<file path="config.mk">
export PLATFORM = sky130hd
export DESIGN_NAME = gpp_port
export DESIGN_NICKNAME = d
export VERILOG_FILES = /design/src/design/gpp_port.v
export VERILOG_INCLUDE_DIRS = /design/src /design/src/design
export SDC_FILE = /design/constraint.sdc
export NUM_CORES = 1
export LEC_CHECK = 0
export BUFFER_PORTS_ARGS = -buffer_cell sky130_fd_sc_hd__buf_2
export CAP_MARGIN = 20
export CORE_MARGIN = 4
export CORE_UTILIZATION = 45
export CTS_BUF_LIST = sky130_fd_sc_hd__clkbuf_4
export CTS_CLUSTER_DIAMETER = 200
export DETAILED_ROUTE_END_ITERATION = 16
export PLACE_DENSITY = 0.71
export SKIP_CTS_REPAIR_TIMING = 1
export SLEW_MARGIN = 30
export SYNTH_ARGS = -nofsm -noshare
export SYNTH_HDL_FRONTEND = slang
export SYNTH_SLANG_ARGS = --single-unit
</file>
<file path="constraint.sdc">
create_clock -name clk -period 2.1 [get_ports clk]
set_input_delay 0.315 -clock clk [delete_from_list [all_inputs] [get_ports clk]]
set_output_delay 0.315 -clock clk [all_outputs]
set_load 0.02 [all_outputs]
</file>
<file path="src/design/gpp_consts.vh">
// named constants for the general-purpose port block
`ifndef GPP_CONSTS_VH
`define GPP_CONSTS_VH

// register indices; byte address is four times the index
`define GPP_IDX_DIR        6'h00
`define GPP_IDX_DIR_SET    6'h01
`define GPP_IDX_DIR_CLR    6'h02
`define GPP_IDX_DIR_TGL    6'h03
`define GPP_IDX_OUT        6'h04
`define GPP_IDX_OUT_SET    6'h05
`define GPP_IDX_OUT_CLR    6'h06
`define GPP_IDX_OUT_TGL    6'h07
`define GPP_IDX_IN         6'h08
`define GPP_IDX_FLAGS      6'h09
`define GPP_IDX_PAD0       6'h10
`define GPP_IDX_PAD7       6'h17
// fast alias map of the four busiest registers
`define GPP_IDX_ALIAS_DIR  6'h20
`define GPP_IDX_ALIAS_OUT  6'h21
`define GPP_IDX_ALIAS_IN   6'h22
`define GPP_IDX_ALIAS_FLG  6'h23

// address bits used by the decoder
`define GPP_ADDR_HI        7
`define GPP_ADDR_LO        2
`define GPP_ADDR_TOP       11
`define GPP_ADDR_UPPER_Z   4'h0

// pad setup byte layout
`define GPP_PAD_FLIP_BIT   7
`define GPP_PAD_PULL_BIT   3
`define GPP_PAD_SENSE_HI   2
`define GPP_PAD_SENSE_LO   0

// sense configuration codes
`define GPP_SENSE_NO_IRQ   3'h0
`define GPP_SENSE_BOTH     3'h1
`define GPP_SENSE_RISE     3'h2
`define GPP_SENSE_FALL     3'h3
`define GPP_SENSE_OFF      3'h4
`define GPP_SENSE_LOW      3'h5

// reset values
`define GPP_RST_BYTE       8'h00
`define GPP_RST_SENSE      3'h0
`define GPP_RST_DEAD       2'h0

// pins with clockless rise/fall wake and no dead time between interrupts
`define GPP_ASYNC_PINS     8'h44

// no new interrupt for this many cycles on the same pin outside GPP_ASYNC_PINS
`define GPP_DEAD_CYCLES    2'h3

`endif

</file>
<file path="src/design/gpp_port.v">
// eight-pin general-purpose port with APB register access
`timescale 1ns/1ps
`include "gpp_consts.vh"

module gpp_port
(
    input  wire        clk,
    input  wire        rst_b,
    input  wire        psel,
    input  wire        penable,
    input  wire        pwrite,
    input  wire [11:0] paddr,
    input  wire [31:0] pwdata,
    output reg  [31:0] prdata,
    output wire        pready,
    output wire        pslverr,
    input  wire [7:0]  pad_in,
    output wire [7:0]  pad_out,
    output wire [7:0]  pad_oe_b,
    output wire [7:0]  pad_pull_up,
    output wire [7:0]  pad_in_buf_en,
    output wire [7:0]  pin_event,
    output wire        irq,
    output wire        wake
);

    reg  [7:0]  dir;
    reg  [7:0]  out;
    reg  [7:0]  flags;
    reg  [7:0]  flip;
    reg  [7:0]  pull;
    reg  [23:0] sense;
    reg  [7:0]  next_dir;
    reg  [7:0]  next_out;
    reg  [7:0]  next_flip;
    reg  [7:0]  next_pull;
    reg  [23:0] next_sense;
    reg  [31:0] next_rdata;
    reg  [5:0]  eff_idx;
    reg         mapped;
    wire [5:0]  idx;
    wire        upper_zero;
    wire        wr;
    wire [7:0]  wbyte;
    wire [7:0]  pin_val;
    wire [7:0]  hit;
    wire [7:0]  in_en;
    wire [7:0]  wake_pin;
    wire [7:0]  flag_clr;
    wire [2:0]  pad_n;

    // ------------------------------------------------------------------
    // bus decode
    // ------------------------------------------------------------------
    assign idx        = paddr[`GPP_ADDR_HI:`GPP_ADDR_LO];
    assign upper_zero = (paddr[`GPP_ADDR_TOP:`GPP_ADDR_HI+1]
                        == `GPP_ADDR_UPPER_Z);
    assign wbyte      = pwdata[7:0];
    assign pad_n      = eff_idx[2:0];

    always @*
    begin
        eff_idx = idx;
        mapped  = upper_zero;
        case (idx)
            `GPP_IDX_ALIAS_DIR: eff_idx = `GPP_IDX_DIR;
            `GPP_IDX_ALIAS_OUT: eff_idx = `GPP_IDX_OUT;
            `GPP_IDX_ALIAS_IN:  eff_idx = `GPP_IDX_IN;
            `GPP_IDX_ALIAS_FLG: eff_idx = `GPP_IDX_FLAGS;
            default:
            begin
                if (idx > `GPP_IDX_FLAGS && idx < `GPP_IDX_PAD0)
                    mapped = 1'b0;
                if (idx > `GPP_IDX_PAD7)
                    mapped = 1'b0;
            end
        endcase
    end

    // zero wait states: read data is captured in the setup cycle
    assign pready  = psel & penable;
    assign pslverr = psel & penable & ~mapped;
    assign wr      = psel & penable & pwrite & mapped;

    // ------------------------------------------------------------------
    // register write logic
    // ------------------------------------------------------------------
    always @*
    begin
        next_dir   = dir;
        next_out   = out;
        next_flip  = flip;
        next_pull  = pull;
        next_sense = sense;
        if (wr)
        begin
            case (eff_idx)
                `GPP_IDX_DIR:     next_dir = wbyte;
                `GPP_IDX_DIR_SET: next_dir = dir | wbyte;
                `GPP_IDX_DIR_CLR: next_dir = dir & ~wbyte;
                `GPP_IDX_DIR_TGL: next_dir = dir ^ wbyte;
                `GPP_IDX_OUT:     next_out = wbyte;
                `GPP_IDX_OUT_SET: next_out = out | wbyte;
                `GPP_IDX_OUT_CLR: next_out = out & ~wbyte;
                `GPP_IDX_OUT_TGL: next_out = out ^ wbyte;
                `GPP_IDX_IN:      next_out = out ^ wbyte;
                default:
                begin
                    if (eff_idx >= `GPP_IDX_PAD0)
                    begin
                        next_flip[pad_n] = wbyte[`GPP_PAD_FLIP_BIT];
                        next_pull[pad_n] = wbyte[`GPP_PAD_PULL_BIT];
                        next_sense[pad_n*3 +: 3] =
                            wbyte[`GPP_PAD_SENSE_HI:`GPP_PAD_SENSE_LO];
                    end
                end
            endcase
        end
    end

    assign flag_clr = (wr && eff_idx == `GPP_IDX_FLAGS) ? wbyte
                                                        : `GPP_RST_BYTE;

    always @(posedge clk or negedge rst_b)
    begin
        if (!rst_b)
        begin
            dir   <= `GPP_RST_BYTE;
            out   <= `GPP_RST_BYTE;
            flip  <= `GPP_RST_BYTE;
            pull  <= `GPP_RST_BYTE;
            sense <= {8{`GPP_RST_SENSE}};
            flags <= `GPP_RST_BYTE;
        end
        else
        begin
            dir   <= next_dir;
            out   <= next_out;
            flip  <= next_flip;
            pull  <= next_pull;
            sense <= next_sense;
            flags <= (flags & ~flag_clr) | hit;
        end
    end

    // ------------------------------------------------------------------
    // read data
    // ------------------------------------------------------------------
    always @*
    begin
        next_rdata = 32'h0000_0000;
        case (eff_idx)
            `GPP_IDX_DIR:   next_rdata[7:0] = dir;
            `GPP_IDX_OUT:   next_rdata[7:0] = out;
            `GPP_IDX_IN:    next_rdata[7:0] = pin_val;
            `GPP_IDX_FLAGS: next_rdata[7:0] = flags;
            default:
            begin
                if (eff_idx >= `GPP_IDX_PAD0)
                begin
                    next_rdata[`GPP_PAD_FLIP_BIT] = flip[pad_n];
                    next_rdata[`GPP_PAD_PULL_BIT] = pull[pad_n];
                    next_rdata[`GPP_PAD_SENSE_HI:`GPP_PAD_SENSE_LO] =
                        sense[pad_n*3 +: 3];
                end
            end
        endcase
    end

    always @(posedge clk or negedge rst_b)
    begin
        if (!rst_b)
            prdata <= 32'h0000_0000;
        else if (psel && !penable && !pwrite && mapped)
            prdata <= next_rdata;
    end

    // ------------------------------------------------------------------
    // per-pin sensing
    // ------------------------------------------------------------------
    genvar gi;
    generate
        for (gi = 0; gi < 8; gi = gi + 1)
        begin : g_pin
            reg        sync1;
            reg        sync2;
            reg        prev;
            reg  [1:0] dead;
            reg        cond;
            wire [2:0] sc;
            wire       rise;
            wire       fall;
            wire       is_async;
            wire       raw_val;
            wire [7:0] amask;

            assign sc       = sense[gi*3 +: 3];
            assign amask    = `GPP_ASYNC_PINS;
            assign is_async = amask[gi];
            assign in_en[gi] = (sc != `GPP_SENSE_OFF);

            always @(posedge clk or negedge rst_b)
            begin
                if (!rst_b)
                begin
                    sync1 <= 1'b0;
                    sync2 <= 1'b0;
                end
                else if (in_en[gi])
                begin
                    sync1 <= pad_in[gi];
                    sync2 <= sync1;
                end
            end

            assign pin_val[gi] = sync2 ^ flip[gi];

            assign rise = pin_val[gi] & ~prev;
            assign fall = ~pin_val[gi] & prev;

            always @*
            begin
                case (sc)
                    `GPP_SENSE_BOTH: cond = rise | fall;
                    `GPP_SENSE_RISE: cond = rise;
                    `GPP_SENSE_FALL: cond = fall;
                    `GPP_SENSE_LOW:  cond = ~pin_val[gi];
                    default:         cond = 1'b0;
                endcase
            end

            assign hit[gi] = cond & (is_async | (dead == `GPP_RST_DEAD));

            always @(posedge clk or negedge rst_b)
            begin
                if (!rst_b)
                begin
                    prev <= 1'b0;
                    dead <= `GPP_RST_DEAD;
                end
                else
                begin
                    if (in_en[gi])
                        prev <= pin_val[gi];
                    if (hit[gi] && !is_async)
                        dead <= `GPP_DEAD_CYCLES;
                    else if (dead != `GPP_RST_DEAD)
                        dead <= dead - 2'h1;
                end
            end

            // clockless wake path: raw pad against the last synced
            // level, so it still works with the clock stopped
            assign raw_val = pad_in[gi] ^ flip[gi];

            assign wake_pin[gi] = in_en[gi] & (
                ((sc == `GPP_SENSE_BOTH) & (raw_val ^ prev)) |
                ((sc == `GPP_SENSE_LOW) & ~raw_val) |
                (is_async & (sc == `GPP_SENSE_RISE) & raw_val & ~prev) |
                (is_async & (sc == `GPP_SENSE_FALL) & ~raw_val & prev));

            assign pin_event[gi] = pin_val[gi] & in_en[gi];
        end
    endgenerate

    // ------------------------------------------------------------------
    // pad and request outputs
    // ------------------------------------------------------------------
    // driven value flipped
    assign pad_out       = out ^ flip;
    assign pad_oe_b      = ~dir;
    assign pad_pull_up   = pull;
    assign pad_in_buf_en = in_en;
    assign irq           = |flags;
    assign wake          = |wake_pin;

endmodule

</file>
==> results of run 1 <==
==> critical path, delay by kind of cell, from the launching register on <==
| kind | cells | cell delay [ps] |
|---|---|---|
| DFF | 1 | 470 |
| and+or+nand+nor | 3 | 460 |
| xor gates and xnor gates | 2 | 280 |
| AOI/OAI and AO/OA | 1 | 210 |
| buffers and inverters | 1 | 160 |
==> state kept, by name, summed over array words and instances (netlist names) <==
register     flops
g_pin.sync1      8
g_pin.prev       8
flip             8
sense           24
g_pin.sync2      8
dir              8
g_pin.dead      12
pad_pull_up      8
prdata           8
flags            8
out              8
==> logic make-up after synthesis <==
logic type | after synthesis
and+or+nand+nor | 239
AOI/OAI and AO/OA | 188
buffers and inverters | 127
DFF | 108
muxes | 65
adders and majority gates | 54
xor gates and xnor gates | 30
other | 1
==> stage by stage <==
| step | setup WS [ps] | util [%] |
|---|---|---|
| after floorplan | 119 | - |
| after global placement | -58.3 | 53.1 |
| after detailed placement | -107 | 53.1 |
| after CTS | -440 | 53.9 |
| after global routing | -412 | 54.6 |
| final | -284 | 54.6 |
==> cell usage after synthesis (all sizes together), types with 2 or more instances <==
cell type / instances
dfrtp: 108
nand2: 97
o21ai: 78
inv: 70
nor2: 70
ha: 54
buf: 41
mux2: 39
a21oi: 35
mux2i: 26
xor2: 22
o22ai: 17
clkbuf: 14
a221oi: 11
nor3: 11
nor3b: 10
a22o: 9
nor2b: 9
a31oi: 8
nand2b: 8
nand3: 8
xnor2: 8
o31ai: 6
a22oi: 5
and2: 4
nand3b: 4
nor4: 4
a221o: 3
a222oi: 3
nor4b: 3
a2111oi: 2
a21o: 2
and3: 2
and3b: 2
clkinv: 2
nand4: 2
o221ai: 2
or3b: 2
==> where the power goes <==
part	total (mW)	internal [mW]	switching, mW
logic	1.28	0.542	0.736
clock network	1.10	0.402	0.703
registers	2.39	2.27	0.111
==> metal layers <==
| metal | up-vias | track usage, % | wire, µm |
|---|---|---|---|
| li1 | 3057 | - | - |
| met1 | 3035 | 32.2 | 8990 |
| met2 | 264 | 35.7 | 9540 |
| met3 | 30 | 4.83 | 1750 |
| met4 | 0 | 6.38 | 435 |
| met5 | - | 0 | 0 |
==> final timing paths <==
kind | endpoint | from | slack (ps) | cells past startpoint
max | wake | flip[5]$_DFFE_PN0P_ | -280 | 7
min | g_pin[0].sync1$_DFFE_PN0P_ | pad_in[0] | 60 | 2
max reg2reg | g_pin[4].dead[0]$_DFFE_PN0P_ | g_pin[4].sync2$_DFFE_PN0P_ | 50 | 8
min reg2reg | g_pin[1].dead[0]$_DFFE_PN0P_ | g_pin[1].dead[0]$_DFFE_PN0P_ | 500 | 1
max in group asynchronous | flags[3]$_DFF_PN0_ | rst_b | 1160 | 3
min in group asynchronous | g_pin[7].dead[1]$_DFFE_PN0P_ | rst_b | 280 | 2
==> cell usage in the layout (no fill, tap or decap), types with 8 or more instances in the layout <==
cell type / instances
mux2_2: 39
inv_1: 70
a22o_1: 9
nor2_1: 69
buf_2: 80
mux2i_1: 26
xor2_1: 18
nor2b_1: 9
o22ai_1: 17
o21ai_0: 72
ha_1: 54
clkbuf_4: 12
conb_1: 24
nor3b_1: 9
dfrtp_1: 104
a221oi_1: 11
buf_4: 84
nand2b_1: 8
nand2_1: 96
a31oi_1: 8
a21oi_1: 34
==> area by class of cell <==
class | instances | area share [%]
Tap cell | 216 | 3.12
Timing Repair Buffer | 171 | 13.3
Clock buffer | 12 | 1.04
Antenna cell | 1 | 0.0289
Clock inverter | 4 | 0.577
Multi-Input combinational cell | 600 | 47.6
Inverter | 72 | 3.12
Sequential cell | 108 | 31.2
==> summary.md, run 1 <==
| Metric | Value |
|---|---|
| Clock latency on the worst-skew pair | ~500 ps |
| Synth Warn # | 0 |
| DR vias | 6386 |
| Critical path arrival | roughly 2100 ps |
| GP Congestion | 0.968 |
| Hold slack | about 58 ps |
| Final Max Tran Viols | 0 |
| Initial antenna violation count | 1 |
| CTS buffer count | 9 |
| Period Utilization, post-route | 114% |
| Synth Area in Compound Gates | 16.2% |
| FF+latch area | approximately 2700 µm² |
| Largest family of logic cells by synthesized area | compound AO/OA/AOI/OAI gates |
| XOR/XNOR Fraction of Synth Area | under 10% |
| Chip Width | 135 µm |
| Grt ovf | 0 |
| Root buf cell | clkbuf_4 |
| Flops & latches, synth | 108 |
| Final Skew | 33.5 ps |
| CP Max Fanout | 3 |
| Layout Nets | 1073 |
| Vias in the first global route | 5936 |
| Cell Area, Placed | 8430 µm² |
| CP Data Required Time | around 1800 ps |
| Min-delay worst type | input port to register |
| Initial Utilization | a little under half |
| Largest net degree at the start of global routing | 56 |
| Startpoint type of the worst setup path | register |
| Slowest CP cell | dfrtp_2 |
| Maximum vdd drop | 310 µV |
| Max Cap Viol | 0 |
| Number of synthesized flops with an enable pin | 0 |
| # fillers | 1482 |
| CP cell instances | xor2_2, xnor2_1, and2_1, a311oi_2, and3_1, nand3_2, buf_6 |
| Inst Count DP | around 1200 |
| Total power | approximately 4.8 mW |
| Rows | 46 |
| RSZ-0062 raised after global routing | true |
| Adder-Cell Fraction of Synth Area | 9.29% |
| Top post-synthesis cells by area | dfrtp_1 37%, ha_1 9.3%, mux2_2 6.0% |
| PnR worst setup slack | -284 ps |
| Failing checks | negative setup slack |
| DIE AREA | about 18000 µm² |
| Clk sink count | 108 |
| Post-Synth Simple-Gate Area | 15.8% |
| Drt first pass iters | 5 |
| Ports | 133 |
| TritonCTS clock tree | built |
| Post-synthesis mux area share | 9.61% |
| Fmax | 419 MHz |
| PortBufs | 82 |
| H-tree depth | 3 |
| DR vias/cell | between 5 and 6 |
| Final antenna-violating net count | 0 |
| Most used flip-flop cell after synthesis | dfrtp_1 |
| Area grow syn2layout | 19.1% |
| Sum Neg Setup Slack | -284 ps |
| Crit end category | output port |
| Leak | ~4.2 nW |
| CP max stage delay | 470 ps |
| Netlist Area Pre-Place | 7270 µm² |
| FFs w/ async S/R, synth | 100% |
| Post-route DRC | 0 |
| Status | finished, violations left |
| Final hold vios | 0 |
| Wire per inst | 17.5 µm |
| Fin cells | 1184 |
| Die Height | 135 µm |
| Sequential area share after synthesis | 37.2% |
| GRT Util Overall | 22.8% |
| Syn avg cell area | 8.96 µm² |
| Layout cell share with drive strength beyond 1 | 26.2% |
| Clk buf depth | 2 |
| Largest area contributor in the netlist | dfrtp_1 |
| Final setup viols | 1 |
| First-pass GRT wire length | 32400 µm |
| Final Cell Area | roughly 8700 µm² |
| Minimum clock period | 2380 ps |
| Clk slew on worst S/H paths | approximately 170 ps |
| Dpl hpwl | 16000 µm |
| Core box area | between 15000 and 20000 µm² |
| Routed wire length | a little over 20000 µm |
| Multi-input logic area | 4120 µm² |
| P per Cell Area | 550 nW/µm² |
| Critical path class | register to output port |
| Synth Instances | just over 800 |
| Initial drt markers | 657 |
| Yosys cell types | 64 |
| Synth top area share | 37.2% |
No activity file was read; power rests on OpenSTA's default activity.
==> run 2: changes to the inputs <==
clock period = 2.67 ns   (was 2.1 ns; I/O delays follow)
==> summary.md, run 2 (synthesized netlist as in run 1, its figures left out) <==
| Metric | Value |
|---|---|
| Dpl hpwl | 15000 µm (was 16000 µm) |
| PortBufs | 82 (unchanged) |
| Root buf cell | clkbuf_4 (unchanged) |
| Clk sink count | 108 (unchanged) |
| Final hold vios | 0 (unchanged) |
| Critical path class | register to output port (unchanged) |
| Routed wire length | 19800 µm (was 20700 µm) |
| H-tree depth | 3 (unchanged) |
| Ports | 133 (unchanged) |
| GR peak layer | met2 (unchanged) |
| Commonest non-fill, non-tap cell in the layout | dfrtp_1 (unchanged) |
| Drt first pass iters | 6 (was 5) |
| Min-delay worst type | input port to register (unchanged) |
| WP buf/inv | 1 (unchanged) |
| Worst Tran Pin Value | between 700 and 800 ps |
| Final Max Tran Viols | 0 (unchanged) |
| GRT Util Overall | 21.9% (was 22.8%) |
| Status | complete, no violations (was finished, violations left) |
| TritonCTS clock tree | built (unchanged) |
| CP top delay family | XOR/XNOR gates (was flip-flops) |
| CTS buffer count | 9 (unchanged) |
| Top Registers | sense (24), g_pin.dead (12) (unchanged) |
| Post-route DRC | 0 (unchanged) |
| Initial drt markers | 575 (was 657) |
| DR vias | 6129 (was 6386) |
| Crit end category | output port (unchanged) |
| Startpoint type of the worst setup path | register (unchanged) |
| Vias in the first global route | 5715 (was 5936) |
| Initial antenna violation count | 0 (was 1) |
| Minimum clock period | about 2600 ps |
| Layout cell share with drive strength beyond 1 | 20.0% (was 26.2%) |
| CP max stage delay | 510 ps (was 470 ps) |
| Final Skew | 13.7 ps (was 33.5 ps) |
| First-pass GRT wire length | 31300 µm (was 32400 µm) |
| Final antenna-violating net count | 0 (unchanged) |
| Max Cap Viol | 0 (unchanged) |
| Wire per inst | 17.6 µm (was 17.5 µm) |
| CP Max Fanout | 5 (was 3) |
| PnR worst setup slack | 110 ps (was -284 ps) |
| Rows | 46 (unchanged) |
| Final setup viols | 0 (was 1) |
| Hold slack | 162 ps (was 58.4 ps) |
| CP cell instances | xor2_1, xnor2_1, a22oi_1, and3_1, nand3_1, buf_2 (was xor2_2, xnor2_1, and2_1, a311oi_2, and3_1, nand3_2, buf_6) |
| Met3 Use GR | 3.49% (was 4.83%) |
| GP Congestion | 0.934 (was 0.968) |
| DR vias/cell | 5.45 (was 5.39) |
| CP Data Required Time | 2270 ps (was 1780 ps) |
| DIE AREA | 18300 µm² (unchanged) |
| Core box area | 15900 µm² (unchanged) |
| Die Height | 135 µm (unchanged) |
| Slew HR | between 40% and 50% |
| Most frequent cells in the layout | 106 x dfrtp_1, 96 x nand2_1, 81 x buf_2 (was 104 x dfrtp_1, 96 x nand2_1, 84 x buf_4) |
| Slowest CP cell | dfrtp_1 (was dfrtp_2) |
| Clk buf depth | 2 (unchanged) |
| Chip Width | 135 µm (unchanged) |
| Largest register FFs | 24 (unchanged) |
| DP Worst Slack | 238 ps (was -107 ps) |
| Initial Utilization | 45.8% (unchanged) |
| Maximum vdd drop | 214 µV (was 310 µV) |
| Fmax | 391 MHz |
| Clock latency on the worst-skew pair | 480 ps (was 510 ps) |
| Grt ovf | 0 (unchanged) |
| Leak | 3.83 nW (was 4.17 nW) |
| Critical path arrival | 2160 ps (was 2070 ps) |
| Clk slew on worst S/H paths | 160 ps (was 170 ps) |
| Layout Nets | 1013 (was 1073) |
| Largest register by flop count | sense (unchanged) |
| Register-to-register setup slack | 410 ps (was 50 ps) |
| Met1 Use GR | 30.9% (was 32.2%) |
| P per Cell Area | 444 nW/µm² (was 550 nW/µm²) |
| Period Utilization, post-route | 95.9% |
| Area grow syn2layout | 11.1% (was 19.1%) |
| Largest net degree at the start of global routing | 48 (was 56) |
| Met2 Usage GRT | 34.5% (was 35.7%) |
-- run 2: cell count changes in the layout (fill, tap and decap cells not counted), moves of 2 or more --
cell     previous run  this run
buf_12              5         1
dfrtp_1           104       106
dfrtp_2             4         2
xor2_1             18        22
xor2_2              4         0
buf_4              84        28
-- run 2: worst register-to-register path, cell delays in order, from the launching register on --
cell     delay (ps)
dfrtp_1         440
xor2_1          410
inv_1           160
ha_1            230
mux2i_1         130
nor2_1           60
a22oi_1         320
nand2_1         140
mux2_2          280
-- run 2: worst paths after layout --
check	startpoint	to	cells after the start
max in group asynchronous	rst_b	flip[6]$_DFFE_PN0P_	3
min in group asynchronous	rst_b	g_pin[3].prev$_DFFE_PN0P_	2
worst min-delay path	pad_in[3]	g_pin[3].sync1$_DFFE_PN0P_	2
worst min register to register	g_pin[0].dead[0]$_DFFE_PN0P_	g_pin[0].dead[0]$_DFFE_PN0P_	1
worst max register to register	g_pin[7].sync2$_DFFE_PN0P_	g_pin[7].dead[0]$_DFFE_PN0P_	8
worst max-delay path	flip[4]$_DFFE_PN0P_	wake	6
-- run 2: per-layer routing --
metal,vias up,routed length (µm),share of wire (%)
met5,-,0,0
met4,0,562,2.8
met3,35,1400,7.1
met2,260,8960,45
met1,2886,8840,45
li1,2948,-,-
-- run 2: per-stage QoR --
stage | cell area [µm²] | cells | power (mW) | setup TNS [ps] | util [%]
after floorplan | 7360 | 835 | 2.57 | 0 | -
after global placement | 7910 | 1104 | 2.80 | 0 | 49.8
after detailed placement | 7910 | 1104 | 2.84 | 0 | 49.8
after CTS | 8030 | 1120 | 3.61 | -29.6 | 50.5
after global routing | 8080 | 1123 | 3.81 | -1.01 | 50.8
final | 8080 | 1124 | 3.58 | 0 | 50.9
-- run 2: final cells by class --
cell class	count	area, µm²
tap	216	270
antenna	1	2.50
timing repair buffer	111	646
fill	1516	7810
inverter	72	270
clock buffer	12	90.1
clock inverter	4	25.0
sequential	108	2710
multi-input combinational	600	4070
-- run 2: power breakdown --
part / internal (mW) / total, mW / switching, mW / leakage (nW)
Combinational: 0.377 / 0.939 / 0.562 / 2.41
Clock: 0.223 / 0.775 / 0.552 / 0.0654
Sequential: 1.79 / 1.87 / 0.0829 / 1.36
Total: 2.39 / 3.58 / 1.20 / 3.83
==> run 3: changes to the inputs <==
CAP_MARGIN = 30   (was 20)
clock period = 3.24 ns   (was 2.67 ns; I/O delays follow)
==> summary.md, run 3 (synthesized netlist as in run 1, its figures left out) <==
| Metric | Value |
|---|---|
| Final hold vios | 0 (unchanged) |
| Slew HR | 48.4% (was 47.1%) |
| Final antenna-violating net count | 0 (unchanged) |
| CP Max Fanout | 5 (unchanged) |
| Ports | 133 (unchanged) |
| Rows | 46 (unchanged) |
| Initial Utilization | 45.8% (unchanged) |
| Drt first pass iters | 6 (unchanged) |
| First-pass GRT wire length | 30900 µm (was 31300 µm) |
| Die Height | 135 µm (unchanged) |
| Critical path class | register to output port (unchanged) |
| Area grow syn2layout | 9.61% (was 11.1%) |
| Min-delay worst type | input port to async pin (was input port to register) |
| Inst Count DP | 1090 (was 1104) |
| Final Skew | 13.7 ps (about the same) |
| Final setup viols | 0 (unchanged) |
| Commonest non-fill, non-tap cell in the layout | dfrtp_1 (unchanged) |
| Maximum vdd drop | 226 µV (was 214 µV) |
| GP Congestion | 0.908 (was 0.934) |
| DR vias/cell | 5.47 (was 5.45) |
| Initial antenna violation count | 1 (was 0) |
| Leak | 3.76 nW (was 3.83 nW) |
| # fillers | 1571 (was 1516) |
| WP buf/inv | 1 (unchanged) |
| Minimum clock period | 2810 ps |
| Sum Neg Setup Slack | 0 ps (unchanged) |
| Crit end category | output port (unchanged) |
| Largest net degree at the start of global routing | 60 (was 48) |
| Layout Nets | 996 (was 1013) |
| Post-route DRC | 0 (unchanged) |
| Fmax | 356 MHz |
| Core box area | 15900 µm² (unchanged) |
| Final Max Tran Viols | 0 (unchanged) |
| Layout cell share with drive strength beyond 1 | 18.1% (was 20.0%) |
| Vias in the first global route | 5620 (was 5715) |
| GRT Util Overall | 21.7% (was 21.9%) |
| P per Cell Area | 387 nW/µm² (was 444 nW/µm²) |
| Grt ovf | 0 (unchanged) |
| CP Data Required Time | 2750 ps (was 2270 ps) |
| Status | complete, no violations (unchanged) |
| TritonCTS clock tree | built (unchanged) |
| Root buf cell | clkbuf_4 (unchanged) |
| Routed wire length | 19600 µm (was 19800 µm) |
| Clk slew on worst S/H paths | 170 ps (was 160 ps) |
| Largest register by flop count | sense (unchanged) |
| Initial drt markers | 577 (was 575) |
| DIE AREA | 18300 µm² (unchanged) |
| Slowest CP cell | dfrtp_1 (unchanged) |
| Period Utilization, post-route | 86.8% |
| PortBufs | 82 (unchanged) |
| Clk buf depth | 2 (unchanged) |
| Critical path arrival | 2330 ps (was 2160 ps) |
| Fin cells | 1108 (was 1124) |
| Wire per inst | 17.7 µm (was 17.6 µm) |
| Clock latency on the worst-skew pair | 480 ps (about the same) |
| Most frequent cells in the layout | 108 x dfrtp_1, 96 x nand2_1, 81 x buf_2 (was 106 x dfrtp_1, 96 x nand2_1, 81 x buf_2) |
| CP top delay family | simple AND/OR/NAND/NOR gates (was XOR/XNOR gates) |
| CP max stage delay | 510 ps (about the same) |
| Top Registers | sense (24), g_pin.dead (12) (unchanged) |
| DR vias | 6066 (was 6129) |
| Startpoint type of the worst setup path | register (unchanged) |
| CP cell instances | xnor2_1, nor3_1, and3b_1, a311oi_1, and3_1, nand3_1, buf_2 (was xor2_1, xnor2_1, a22oi_1, and3_1, nand3_1, buf_2) |
| Clk sink count | 108 (unchanged) |
| H-tree depth | 3 (unchanged) |
| Dpl hpwl | 14800 µm (was 15000 µm) |
| Max Cap Viol | 0 (unchanged) |
| Worst Tran Pin Value | 774 ps (was 792 ps) |
| Largest register FFs | 24 (unchanged) |
| CTS buffer count | 9 (unchanged) |
| Chip Width | 135 µm (unchanged) |
| RSZ-0062 raised after global routing | false |
[run 3: power breakdown]
group          internal, mW  switching (mW)  leakage [nW]
clock network         0.311           0.468        0.0838
registers              1.47          0.0679          1.36
logic                 0.301           0.461          2.31
[run 3: worst paths after layout]
kind,start,end,slack [ps],cells past startpoint
min reg2reg,g_pin[0].dead[0]$_DFFE_PN0P_,g_pin[0].dead[0]$_DFFE_PN0P_,490,1
max reg2reg,flip[4]$_DFFE_PN0P_,g_pin[4].dead[0]$_DFFE_PN0P_,910,8
max in group asynchronous,rst_b,g_pin[1].dead[1]$_DFFE_PN0P_,2440,2
max,flip[2]$_DFFE_PN0P_,wake,430,7
min in group clk,pad_in[3],g_pin[3].sync1$_DFFE_PN0P_,250,2
min,rst_b,sense[8]$_DFFE_PN0P_,60,1
[run 3: cell type report]
class                      instances  area, µm²  share of cell area, %
clock inverter                     7       90.1                   1.13
tap                              216        270                   3.39
timing repair buffer              94        515                   6.46
sequential                       108       2700                   33.9
multi-input combinational        600       4050                   50.8
inverter                          72        270                   3.39
clock buffer                       9       67.6                  0.847
antenna                            2       5.00                 0.0628
[run 3: stage by stage]
| stage | utilization (%) | cell area [µm²] | power, mW | setup slack (ps) | hold slack (ps) |
|---|---|---|---|---|---|
| final | 50.2 | 7970 | 3.08 | 428 | 57.3 |
| after global placement | 49.1 | 7810 | 2.30 | 565 | 461 |
| after detailed placement | 49.1 | 7810 | 2.33 | 619 | 469 |
| after global routing | 50.2 | 7970 | 3.29 | 270 | 106 |
| after CTS | 50.1 | 7970 | 3.11 | 412 | 76.4 |
| after floorplan | - | 7360 | 2.12 | 1090 | 190 |
[run 3: layer usage]
metal  vias to the layer above  share of wire [%]  track usage, %
met5                         -                  0               0
met1                      2849                 45            31.7
met3                        43                7.4            3.19
met4                         0                3.0            8.40
li1                       2915                  -               -
met2                       259                 45            32.5
[run 3: worst register-to-register path, cell delays in order (launching register included)]
cell     delay (ps)
dfrtp_1         540
xor2_1          430
inv_1           160
ha_1            230
mux2i_1         130
nor2_1           50
a22oi_1         290
nand2_1         130
mux2_2          280
